## config.mk

```make
export PLATFORM = sky130hd
export DESIGN_NAME = power_up_preset_loader
export DESIGN_NICKNAME = d
export VERILOG_FILES = /design/src/core/power_up_preset_loader.v /design/src/core/preset_store.v /design/src/core/strap_sampler.v
export VERILOG_INCLUDE_DIRS = /design/src /design/src/core
export SDC_FILE = /design/constraint.sdc
export NUM_CORES = 2
export LEC_CHECK = 0
export ABC_CLOCK_PERIOD_IN_PS = 6400
export BUFFER_PORTS_ARGS = -buffer_cell sky130_fd_sc_hd__buf_2
export CORE_MARGIN = 2
export CORE_UTILIZATION = 51
export DETAILED_ROUTE_END_ITERATION = 16
export GPL_ROUTABILITY_DRIVEN = 0
export GPL_TIMING_DRIVEN = 1
export PLACE_DENSITY = 0.7
export RECOVER_POWER = 25
export SLEW_MARGIN = 20
export SYNTH_ARGS = -nofsm -noshare
export SYNTH_HDL_FRONTEND = slang
export SYNTH_SLANG_ARGS = --single-unit
export TNS_END_PERCENT = 20
```

## constraint.sdc

```tcl
create_clock -name I_CLK_SYS -period 6.4 [get_ports I_CLK_SYS]
set_input_delay 0.64 -clock I_CLK_SYS [delete_from_list [all_inputs] [get_ports I_CLK_SYS]]
set_output_delay 0.64 -clock I_CLK_SYS [all_outputs]
set_load 0.1 [all_outputs]
```

## src/core/preset_consts.vh

```
// constants for the power-up preset loader
// Overview of operation
// - at most four strap pins act as preset bits; pin-to-bit map is an option
// - an open pin (pulled up) reads as 0, a grounded pin reads as 1
// - all selection bits zero gives the normal, non-preset configuration
// - a nonzero selection picks preset 1..15 equal to the binary pin value
// - a preset holds frequency, modulation, randomizer, inversion, differential encoding
// - the pins are sampled once after each reset; later changes are ignored
// - save with a number stores the live setup; without one reports every preset
// - list shows all preset names, or every setting of one numbered preset
// - pin-map query reports which pins are selection bits and their weights
// - channel value 3 makes later setup commands apply to both channels
// - modulation 1 is plain SOQPSK, 13 adds space-time coding; LDPC 1 on, 0 off
// - without space-time coding each channel's frequency is set on its own
`ifndef PRESET_CONSTS_VH
`define PRESET_CONSTS_VH

// ==================================================================
// timing
`define CLK_PERIOD_NS   10
`define PIN_SETTLE_NS   200
`define PIN_SETTLE_CYC  ((`PIN_SETTLE_NS + `CLK_PERIOD_NS - 1) / `CLK_PERIOD_NS)

// ==================================================================
// configuration word layout
`define FREQ_W          16
`define FREQ1_LSB       0
`define FREQ2_LSB       16
`define MOD1_LSB        32
`define MOD2_LSB        36
`define LDPC1_BIT       40
`define LDPC2_BIT       41
`define RND_BIT         42
`define INV_BIT         43
`define DE_BIT          44
`define CFG_W           45
`define NAME_W          32
`define NUM_PRESETS     16

// ==================================================================
// reset values
`define DEF_FREQ        16'h0900
`define DEF_MOD         4'h1
`define DEF_CFG         {3'h0, 2'h0, `DEF_MOD, `DEF_MOD, `DEF_FREQ, `DEF_FREQ}
`define DEF_PIN_MAP     12'h688
`define DEF_PIN_BITS    4

// ==================================================================
// command and argument codes
`define CMD_CHAN        4'h1
`define CMD_MOD         4'h2
`define CMD_LDPC        4'h3
`define CMD_FREQ        4'h4
`define CMD_SAVE        4'h5
`define CMD_LIST        4'h6
`define CMD_PINMAP      4'h7
`define CMD_FLAGS       4'h8
`define CHAN_ONE        2'h1
`define CHAN_TWO        2'h2
`define CHAN_BOTH       2'h3
`define MOD_SOQPSK      4'h1
`define MOD_SOQPSK_STC  4'hd

// ==================================================================
// response kinds
`define RSP_ACK         3'h1
`define RSP_ERR         3'h2
`define RSP_SAVED       3'h3
`define RSP_STATE       3'h4
`define RSP_NAME        3'h5
`define RSP_SETTINGS    3'h6
`define RSP_PINMAP      3'h7

`endif

```

## src/core/power_up_preset_loader.v

```verilog
// power-up preset selection, preset save/list commands and dual-channel setup
`timescale 1ns/100ps
`include "preset_consts.vh"
module power_up_preset_loader #(
    parameter PIN_BITS = `DEF_PIN_BITS,
    parameter PIN_MAP  = `DEF_PIN_MAP
) (
    input  wire                I_CLK_SYS,
    input  wire                I_RESET,
    input  wire [5:0]          I_PRESET_PIN,
    input  wire                I_CMD_VALID,
    input  wire [3:0]          I_CMD_CODE,
    input  wire                I_CMD_HAS_ARG,
    input  wire [`FREQ_W-1:0]  I_CMD_ARG,
    input  wire [`NAME_W-1:0]  I_CMD_NAME,
    output reg                 O_CMD_READY,
    output reg                 O_RUN,
    output reg  [3:0]          O_SELECTION,
    output reg  [1:0]          O_CHAN_SEL,
    output reg  [`FREQ_W-1:0]  O_FREQ_CH1,
    output reg  [`FREQ_W-1:0]  O_FREQ_CH2,
    output reg  [3:0]          O_MOD_CH1,
    output reg  [3:0]          O_MOD_CH2,
    output reg                 O_LDPC_CH1,
    output reg                 O_LDPC_CH2,
    output reg                 O_STC,
    output reg                 O_RANDOMIZER,
    output reg                 O_INVERT,
    output reg                 O_DIFF_ENC,
    output reg                 O_RSP_VALID,
    output reg  [2:0]          O_RSP_KIND,
    output reg  [3:0]          O_RSP_INDEX,
    output reg                 O_RSP_USED,
    output reg  [`NAME_W-1:0]  O_RSP_NAME,
    output reg  [`CFG_W-1:0]   O_RSP_CONFIG,
    output reg  [2:0]          O_RSP_PIN,
    output reg                 O_RSP_LAST
);
    // ==================================================================
    // states
    localparam [3:0] ST_SAMPLE = 4'b0001;
    localparam [3:0] ST_LOAD   = 4'b0010;
    localparam [3:0] ST_RUN    = 4'b0100;
    localparam [3:0] ST_LIST   = 4'b1000;
    localparam [3:0] LAST_PIN_BIT = PIN_BITS - 1;

    reg  [3:0]         state_q;
    reg  [3:0]         idx_q;
    reg  [3:0]         end_q;
    reg  [2:0]         kind_q;
    reg                wr_en_q;
    reg  [3:0]         wr_idx_q;
    reg  [`NAME_W-1:0] wr_name_q;
    wire [3:0]         strap_sel;
    wire               strap_done;
    wire [`CFG_W-1:0]  rd_cfg;
    wire [`NAME_W-1:0] rd_name;
    wire               rd_used;
    wire [`CFG_W-1:0]  live_cfg;
    wire               cmd_take;
    wire [3:0]         arg4;
    wire               arg_slot;

    // ==================================================================
    // helpers
    function hits;
        input [1:0] chan;
        input [1:0] target;
        begin
            hits = (chan == target) || (chan == `CHAN_BOTH);
        end
    endfunction

    function [2:0] pin_of;
        input [3:0] bitno;
        begin
            pin_of = PIN_MAP[3*bitno +: 3];
        end
    endfunction

    assign cmd_take = I_CMD_VALID && O_CMD_READY;
    assign arg4     = I_CMD_ARG[3:0];
    assign arg_slot = I_CMD_HAS_ARG && (I_CMD_ARG[`FREQ_W-1:4] == 12'h000) && (arg4 != 4'h0);

    // live setup packed the way a preset stores it
    assign live_cfg = {O_DIFF_ENC, O_INVERT, O_RANDOMIZER, O_LDPC_CH2, O_LDPC_CH1,
                       O_MOD_CH2, O_MOD_CH1, O_FREQ_CH2, O_FREQ_CH1};

    // ==================================================================
    // sub-blocks
    strap_sampler #(
        .PIN_BITS (PIN_BITS),
        .PIN_MAP  (PIN_MAP)
    ) u_strap (
        .i_clk    (I_CLK_SYS),
        .i_reset  (I_RESET),
        .i_pins   (I_PRESET_PIN),
        .o_sel    (strap_sel),
        .o_done   (strap_done)
    );

    preset_store #(
        .CFG_W     (`CFG_W),
        .NAME_W    (`NAME_W),
        .DEPTH     (`NUM_PRESETS)
    ) u_store (
        .i_clk     (I_CLK_SYS),
        .i_reset   (I_RESET),
        .i_wr_en   (wr_en_q),
        .i_wr_idx  (wr_idx_q),
        .i_wr_cfg  (live_cfg),
        .i_wr_name (wr_name_q),
        .i_rd_idx  (idx_q),
        .o_rd_cfg  (rd_cfg),
        .o_rd_name (rd_name),
        .o_rd_used (rd_used)
    );

    // ==================================================================
    // control
    always @(posedge I_CLK_SYS) begin
        if (I_RESET) begin
            state_q      <= ST_SAMPLE;
            idx_q        <= 4'h0;
            end_q        <= 4'h0;
            kind_q       <= 3'h0;
            wr_en_q      <= 1'b0;
            wr_idx_q     <= 4'h0;
            wr_name_q    <= {`NAME_W{1'b0}};
            O_CMD_READY  <= 1'b0;
            O_RUN        <= 1'b0;
            O_SELECTION  <= 4'h0;
            O_CHAN_SEL   <= `CHAN_ONE;
            O_FREQ_CH1   <= `DEF_FREQ;
            O_FREQ_CH2   <= `DEF_FREQ;
            O_MOD_CH1    <= `DEF_MOD;
            O_MOD_CH2    <= `DEF_MOD;
            O_LDPC_CH1   <= 1'b0;
            O_LDPC_CH2   <= 1'b0;
            O_STC        <= 1'b0;
            O_RANDOMIZER <= 1'b0;
            O_INVERT     <= 1'b0;
            O_DIFF_ENC   <= 1'b0;
            O_RSP_VALID  <= 1'b0;
            O_RSP_KIND   <= 3'h0;
            O_RSP_INDEX  <= 4'h0;
            O_RSP_USED   <= 1'b0;
            O_RSP_NAME   <= {`NAME_W{1'b0}};
            O_RSP_CONFIG <= {`CFG_W{1'b0}};
            O_RSP_PIN    <= 3'h0;
            O_RSP_LAST   <= 1'b0;
        end else begin
            wr_en_q     <= 1'b0;
            O_RSP_VALID <= 1'b0;
            O_RSP_LAST  <= 1'b0;
            O_STC       <= (O_MOD_CH1 == `MOD_SOQPSK_STC) && (O_MOD_CH2 == `MOD_SOQPSK_STC);
            case (state_q)
                ST_SAMPLE: begin
                    if (strap_done) begin
                        O_SELECTION <= strap_sel;
                        idx_q       <= strap_sel;
                        if (strap_sel == 4'h0) begin
                            O_RUN       <= 1'b1;
                            O_CMD_READY <= 1'b1;
                            state_q     <= ST_RUN;
                        end else begin
                            state_q <= ST_LOAD;
                        end
                    end
                end
                ST_LOAD: begin
                    O_FREQ_CH1   <= rd_cfg[`FREQ1_LSB +: `FREQ_W];
                    O_FREQ_CH2   <= rd_cfg[`FREQ2_LSB +: `FREQ_W];
                    O_MOD_CH1    <= rd_cfg[`MOD1_LSB +: 4];
                    O_MOD_CH2    <= rd_cfg[`MOD2_LSB +: 4];
                    O_LDPC_CH1   <= rd_cfg[`LDPC1_BIT];
                    O_LDPC_CH2   <= rd_cfg[`LDPC2_BIT];
                    O_RANDOMIZER <= rd_cfg[`RND_BIT];
                    O_INVERT     <= rd_cfg[`INV_BIT];
                    O_DIFF_ENC   <= rd_cfg[`DE_BIT];
                    O_RUN        <= 1'b1;
                    O_CMD_READY  <= 1'b1;
                    state_q      <= ST_RUN;
                end
                ST_RUN: begin
                    if (cmd_take) begin
                        O_RSP_VALID <= 1'b1;
                        O_RSP_LAST  <= 1'b1;
                        O_RSP_KIND  <= `RSP_ACK;
                        O_RSP_INDEX <= arg4;
                        if (I_CMD_CODE == `CMD_CHAN) begin
                            if (I_CMD_HAS_ARG && I_CMD_ARG >= 16'h0001 && I_CMD_ARG <= 16'h0003)
                                O_CHAN_SEL <= I_CMD_ARG[1:0];
                            else
                                O_RSP_KIND <= `RSP_ERR;
                        end else if (I_CMD_CODE == `CMD_MOD) begin
                            if (arg_slot) begin
                                if (hits(O_CHAN_SEL, `CHAN_ONE))
                                    O_MOD_CH1 <= arg4;
                                if (hits(O_CHAN_SEL, `CHAN_TWO))
                                    O_MOD_CH2 <= arg4;
                            end else begin
                                O_RSP_KIND <= `RSP_ERR;
                            end
                        end else if (I_CMD_CODE == `CMD_LDPC) begin
                            if (I_CMD_HAS_ARG && I_CMD_ARG[`FREQ_W-1:1] == 15'h0000) begin
                                if (hits(O_CHAN_SEL, `CHAN_ONE))
                                    O_LDPC_CH1 <= I_CMD_ARG[0];
                                if (hits(O_CHAN_SEL, `CHAN_TWO))
                                    O_LDPC_CH2 <= I_CMD_ARG[0];
                            end else begin
                                O_RSP_KIND <= `RSP_ERR;
                            end
                        end else if (I_CMD_CODE == `CMD_FREQ) begin
                            if (!I_CMD_HAS_ARG) begin
                                O_RSP_KIND <= `RSP_ERR;
                            end else if (O_STC) begin
                                // space-time coding needs both carriers identical
                                O_FREQ_CH1 <= I_CMD_ARG;
                                O_FREQ_CH2 <= I_CMD_ARG;
                            end else begin
                                if (hits(O_CHAN_SEL, `CHAN_ONE))
                                    O_FREQ_CH1 <= I_CMD_ARG;
                                if (hits(O_CHAN_SEL, `CHAN_TWO))
                                    O_FREQ_CH2 <= I_CMD_ARG;
                            end
                        end else if (I_CMD_CODE == `CMD_FLAGS) begin
                            if (I_CMD_HAS_ARG) begin
                                O_RANDOMIZER <= I_CMD_ARG[0];
                                O_INVERT     <= I_CMD_ARG[1];
                                O_DIFF_ENC   <= I_CMD_ARG[2];
                            end else begin
                                O_RSP_KIND <= `RSP_ERR;
                            end
                        end else if (I_CMD_CODE == `CMD_SAVE) begin
                            if (arg_slot) begin
                                wr_en_q    <= 1'b1;
                                wr_idx_q   <= arg4;
                                wr_name_q  <= I_CMD_NAME;
                                O_RSP_KIND <= `RSP_SAVED;
                            end else if (!I_CMD_HAS_ARG) begin
                                O_RSP_VALID <= 1'b0;
                                O_RSP_LAST  <= 1'b0;
                                O_CMD_READY <= 1'b0;
                                kind_q      <= `RSP_STATE;
                                idx_q       <= 4'h1;
                                end_q       <= 4'hf;
                                state_q     <= ST_LIST;
                            end else begin
                                O_RSP_KIND <= `RSP_ERR;
                            end
                        end else if (I_CMD_CODE == `CMD_LIST) begin
                            O_RSP_VALID <= 1'b0;
                            O_RSP_LAST  <= 1'b0;
                            O_CMD_READY <= 1'b0;
                            state_q     <= ST_LIST;
                            if (arg_slot) begin
                                kind_q <= `RSP_SETTINGS;
                                idx_q  <= arg4;
                                end_q  <= arg4;
                            end else begin
                                kind_q <= `RSP_NAME;
                                idx_q  <= 4'h1;
                                end_q  <= 4'hf;
                            end
                        end else if (I_CMD_CODE == `CMD_PINMAP) begin
                            O_RSP_VALID <= 1'b0;
                            O_RSP_LAST  <= 1'b0;
                            O_CMD_READY <= 1'b0;
                            kind_q      <= `RSP_PINMAP;
                            idx_q       <= 4'h0;
                            end_q       <= LAST_PIN_BIT;
                            state_q     <= ST_LIST;
                        end else begin
                            O_RSP_KIND <= `RSP_ERR;
                        end
                    end
                end
                ST_LIST: begin
                    // one response per cycle, the store is read combinationally
                    O_RSP_VALID  <= 1'b1;
                    O_RSP_KIND   <= kind_q;
                    O_RSP_INDEX  <= idx_q;
                    O_RSP_USED   <= rd_used;
                    O_RSP_NAME   <= rd_name;
                    O_RSP_CONFIG <= (kind_q == `RSP_SETTINGS) ? rd_cfg : {`CFG_W{1'b0}};
                    O_RSP_PIN    <= (kind_q == `RSP_PINMAP) ? pin_of(idx_q) : 3'h0;
                    if (idx_q == end_q) begin
                        O_RSP_LAST  <= 1'b1;
                        O_CMD_READY <= 1'b1;
                        state_q     <= ST_RUN;
                    end else begin
                        idx_q <= idx_q + 4'h1;
                    end
                end
                default: begin
                    state_q <= ST_SAMPLE;
                end
            endcase
        end
    end
endmodule // power_up_preset_loader

```

## src/core/preset_store.v

```verilog
// flip-flop storage for fifteen presets, slot zero unused
`timescale 1ns/100ps
`include "preset_consts.vh"
module preset_store #(
    parameter CFG_W  = `CFG_W,
    parameter NAME_W = `NAME_W,
    parameter DEPTH  = `NUM_PRESETS
) (
    input  wire              i_clk,
    input  wire              i_reset,
    input  wire              i_wr_en,
    input  wire [3:0]        i_wr_idx,
    input  wire [CFG_W-1:0]  i_wr_cfg,
    input  wire [NAME_W-1:0] i_wr_name,
    input  wire [3:0]        i_rd_idx,
    output wire [CFG_W-1:0]  o_rd_cfg,
    output wire [NAME_W-1:0] o_rd_name,
    output wire              o_rd_used
);
    reg [CFG_W-1:0]  cfg_q  [0:DEPTH-1];
    reg [NAME_W-1:0] name_q [0:DEPTH-1];
    reg [DEPTH-1:0]  used_q;
    reg              primed_q = 1'b0;

    // contents survive later resets like a non-volatile store; only the first reset clears them
    always @(posedge i_clk) begin
        if (i_reset)
            primed_q <= 1'b1;
    end

    genvar n;
    generate
        for (n = 0; n < DEPTH; n = n + 1) begin : g_slot
            always @(posedge i_clk) begin
                if (i_reset && !primed_q) begin
                    cfg_q[n]  <= `DEF_CFG;
                    name_q[n] <= {NAME_W{1'b0}};
                    used_q[n] <= 1'b0;
                end else if (i_wr_en && i_wr_idx == n) begin
                    cfg_q[n]  <= i_wr_cfg;
                    name_q[n] <= i_wr_name;
                    used_q[n] <= 1'b1;
                end
            end
        end
    endgenerate

    assign o_rd_cfg  = cfg_q[i_rd_idx];
    assign o_rd_name = name_q[i_rd_idx];
    assign o_rd_used = used_q[i_rd_idx];
endmodule // preset_store

```

## src/core/strap_sampler.v

```verilog
// strap pin synchroniser and one-shot power-up capture
`timescale 1ns/100ps
`include "preset_consts.vh"
module strap_sampler #(
    parameter PIN_BITS = `DEF_PIN_BITS,
    parameter PIN_MAP  = `DEF_PIN_MAP
) (
    input  wire       i_clk,
    input  wire       i_reset,
    input  wire [5:0] i_pins,
    output reg  [3:0] o_sel,
    output reg        o_done
);
    localparam [7:0] SETTLE = `PIN_SETTLE_CYC;

    reg  [5:0] meta_q;
    reg  [5:0] sync_q;
    reg  [7:0] cnt_q;
    wire [3:0] bits;

    // ==================================================================
    // map candidate pins to selection bits
    genvar k;
    generate
        for (k = 0; k < 4; k = k + 1) begin : g_bit
            if (k < PIN_BITS) begin : g_used
                assign bits[k] = ~sync_q[PIN_MAP[3*k+2:3*k]];
            end else begin : g_unused
                assign bits[k] = 1'b0;
            end
        end
    endgenerate

    // ==================================================================
    // capture once after the pins have settled
    always @(posedge i_clk) begin
        meta_q <= i_pins;
        sync_q <= meta_q;
        if (i_reset) begin
            cnt_q  <= 8'h00;
            o_sel  <= 4'h0;
            o_done <= 1'b0;
        end else if (!o_done) begin
            if (cnt_q == SETTLE) begin
                o_sel  <= bits;
                o_done <= 1'b1;
            end else begin
                cnt_q <= cnt_q + 8'h01;
            end
        end
    end
endmodule // strap_sampler

```

==> reports/summary.txt <==
CTS H-tree depth -> 4
Critical Path AT -> 4.04 ns
grt peak-use layer -> met2
Hold EP -> wr_name_q[31]
CP required -> 7.01 ns
Final Skew -> 0.0345 ns
met1 Usage GRT -> 0.341
hold-fix buffer count after cts -> 4
reg-to-reg endpoint -> O_RSP_KIND[0]
GRT Total Usage -> 0.247
Vias per Instance -> 6.36
Total Neg Setup Slack -> 0 ns
Leak -> 20.2 nW
min cycle time layout -> 3.43 ns
Gate Count Post-Synth -> 2860
HPWL after detailed placement -> 71300 um
CTS tree -> done
Seq/Total Area, Yosys -> 0.758
PostCTS Resize Cnt -> 0
hold_sp -> I_CMD_NAME[31]
Syn Nets -> 2925
initial core utilization -> 0.513
Max-slew headroom -> 0.272
CTS Buf Count -> 143
first-pass GRT wire length -> 198000 um
Post-Syn Area -> 54600 sq um
dpl ws -> 3.12 ns
synth unique cells -> 68
clk_lat worst skew -> 0.78 ns
Post-Route WL -> 136000 um
MaxCap Viol Count -> 0
met3 usage in global routing -> 0.0579
DR vias -> 29.4k
core area -> 107000 sq um
Pins Over Slew Limit -> 0
pin count of the biggest net entering global routing -> 133
DRC -> 0
area delta synth->final -> 13.9%
area of the die -> 110000 sq um
PD cells -> 336 nW/um^2
Hold Path Cell Cnt -> 3
clk sink count -> 1452
Startpoint Class -> register
status -> complete, no violations
Clock Path Buffers -> 3
Layout Nets -> 3158
clock edge transition at the registers on the reported setup and hold paths -> 0.07 ns
Die Height -> 331 um
most common cell after layout, fill and taps aside -> edfxtp_1
#FFs+latches synth -> 1452
commonest non-fill, non-tap cells in the layout -> 1232 x edfxtp_1, 305 x mux4_2, 216 x dfxtp_1
post-CTS setup buffers -> 0
Yosys warnings -> 0
Chip Width -> 331 um
critical setup path kind -> reg2reg
setup slack after layout -> 2.97 ns
reg2reg path depth -> 5
EDFF count, synth -> 1232
top_reg_cell synth -> edfxtp_1
CP Max Fanout -> 20
vias in the first global route -> 29.6k
share of post-route cells with drive strength above 1 -> 0.267
wire length per cell -> 29.5 um
worst ir drop on vdd -> 0.267 mV
DR iter-0 viols -> 3713
Slew @ Worst Pin -> 1.09 ns
antenna-violating nets left -> 0
asr flop ratio synth -> 0
Buffers on Ports -> 202
HP Class -> in2reg
DRT Pass-1 Iters -> 5
clock root buffer -> clkbuf_16
RSZ-0062 raised after global routing -> no
fmax -> 291 MHz
filler instances -> 7699
Final Cycle Share -> 0.536
initial antenna violation count -> 9
# IOs -> 206
FF-to-FF setup slack -> 2.97 ns
Crit. End Element -> register
final hold violation count -> 0
routing usage on met2 -> 0.394
# rows -> 120
Avg Cell Area, Syn -> 19.1 sq um
Critical R2R Launch -> state_q[2]
total gr overflow -> 0
minimum hold slack -> 0.0875 ns
endpoints failing setup -> 0
synthesized netlist by cell type (3+ instances only):
library cell,instances,area share
a211oi_2,15,0.0034
nand3_1,21,0.0019
ha_1,3,0.00069
and2_1,18,0.0021
a211oi_1,27,0.0037
dfxtp_1,220,0.081
nor4_2,3,0.00069
nand2b_1,9,0.0010
a21oi_1,137,0.013
nor2b_1,13,0.0015
edfxtp_1,1232,0.68
nor4b_1,4,0.00064
nand4_1,9,0.0010
a2111oi_0,4,0.00064
a22o_1,41,0.0066
buf_2,39,0.0036
nor2_1,138,0.0095
a311oi_1,7,0.0011
nand3b_1,3,0.00041
nor4_1,11,0.0013
o211ai_1,6,0.00082
o21ai_0,20,0.0018
buf_1,17,0.0012
mux2i_1,7,0.0013
or4b_2,3,0.00055
o31ai_1,4,0.00055
o22ai_1,15,0.0017
mux2_2,6,0.0012
a22oi_1,134,0.018
nand2_1,153,0.011
xor2_1,13,0.0021
buf_4,4,0.00055
inv_1,8,0.00055
nor3_1,31,0.0028
a21o_1,3,0.00041
nor3_2,16,0.0029
mux4_2,305,0.13
buf_6,4,0.00082
a31oi_1,5,0.00057
clkbuf_1,114,0.0078
o31a_1,3,0.00048
per-layer routing:
metal / vias up / part of all wire / wire length, um
met5: - / 0.00083 / 113
met4: 16 / 0.025 / 3350
met3: 263 / 0.10 / 13600
met2: 1620 / 0.48 / 65400
met1: 15300 / 0.39 / 53800
li1: 12200 / - / -
report_power, final:
group / switching (mW) / total, mW / internal, mW
Clock: 3.59 / 8.50 / 4.91
Sequential: 0.214 / 10.3 / 10.1
Combinational: 1.16 / 2.06 / 0.906
Total: 4.96 / 20.9 / 16.0
critical path, stage by stage (launching register included):
cell       delay [ns]
dfxtp_1          0.62
or4b_4           0.72
nor2_1           0.73
nand2_1          0.29
a2111oi_0        0.75
a211oi_1         0.17
registers in the layout (all words and copies together), names as in the netlist, 2 cells and up, named ones only:
name,flops
u_strap.cnt_q,8
O_RSP_INDEX,4
end_q,4
kind_q,3
O_CHAN_SEL,2
u_strap.sync_q,4
u_strap.meta_q,4
u_store.name_q,512
O_SELECTION,4
O_MOD_CH1,4
O_FREQ_CH2,16
O_RSP_CONFIG,45
O_RSP_NAME,32
wr_idx_q,4
u_store.cfg_q,720
O_MOD_CH2,4
idx_q,4
O_FREQ_CH1,16
O_RSP_KIND,3
wr_name_q,32
state_q,4
u_strap.o_sel,4
O_RSP_PIN,2
worst max-delay path by stage:
stage / startpoint / to / slack, ns / depth (start not counted)
2_1_floorplan: wr_idx_q[2] / u_store.cfg_q[2][0] / 0.04 / 2
3_3_place_gp: state_q[2] / O_RSP_KIND[0] / 3.18 / 5
3_5_place_dp: state_q[2] / O_RSP_KIND[0] / 3.12 / 5
4_1_cts: state_q[2] / O_RSP_KIND[0] / 3.10 / 5
5_1_grt: state_q[2] / O_RSP_KIND[0] / 2.83 / 5
6_report: state_q[2] / O_RSP_KIND[0] / 2.97 / 5
area by class of cell:
cell class,instances,area [sq um],share of cell area
Antenna cell,1,2.50,0.0000402
Clock buffer,200,4000,0.0642
Clock inverter,64,827,0.0133
Inverter,8,30.0,0.000483
Multi-Input combinational cell,1222,12600,0.203
Sequential cell,1452,41400,0.666
Tap cell,1403,1760,0.0282
Timing Repair Buffer,266,1550,0.0250
per-stage QoR:
step | power [mW] | cells | util | area (sq um)
finish | 20.9 | 4616 | 0.584 | 62200
global route | 21.5 | 4615 | 0.584 | 62200
CTS | 21.0 | 4615 | 0.584 | 62200
detailed placement | 12.6 | 4347 | 0.538 | 57400
global placement | 12.6 | 4347 | 0.538 | 57400
floorplan | 12.0 | 2860 | - | 54600
cell families (layout without fill, tap and decap cells):
kind of cell             Yosys count  after routing  synth area share
AND/OR/NAND/NOR                  451            451            0.0406
AO/OA/AOI/OAI                    434            434            0.0557
buffers and inverters            186            538            0.0145
adder cells (fa/ha/maj)            3              3          0.000687
multiplexers                     318            318             0.128
other                              1              2         0.0000686
flip-flops                      1452           1452             0.758
XOR/XNOR                          15             15           0.00240
Note: power is estimated with default switching activity, not from simulation.
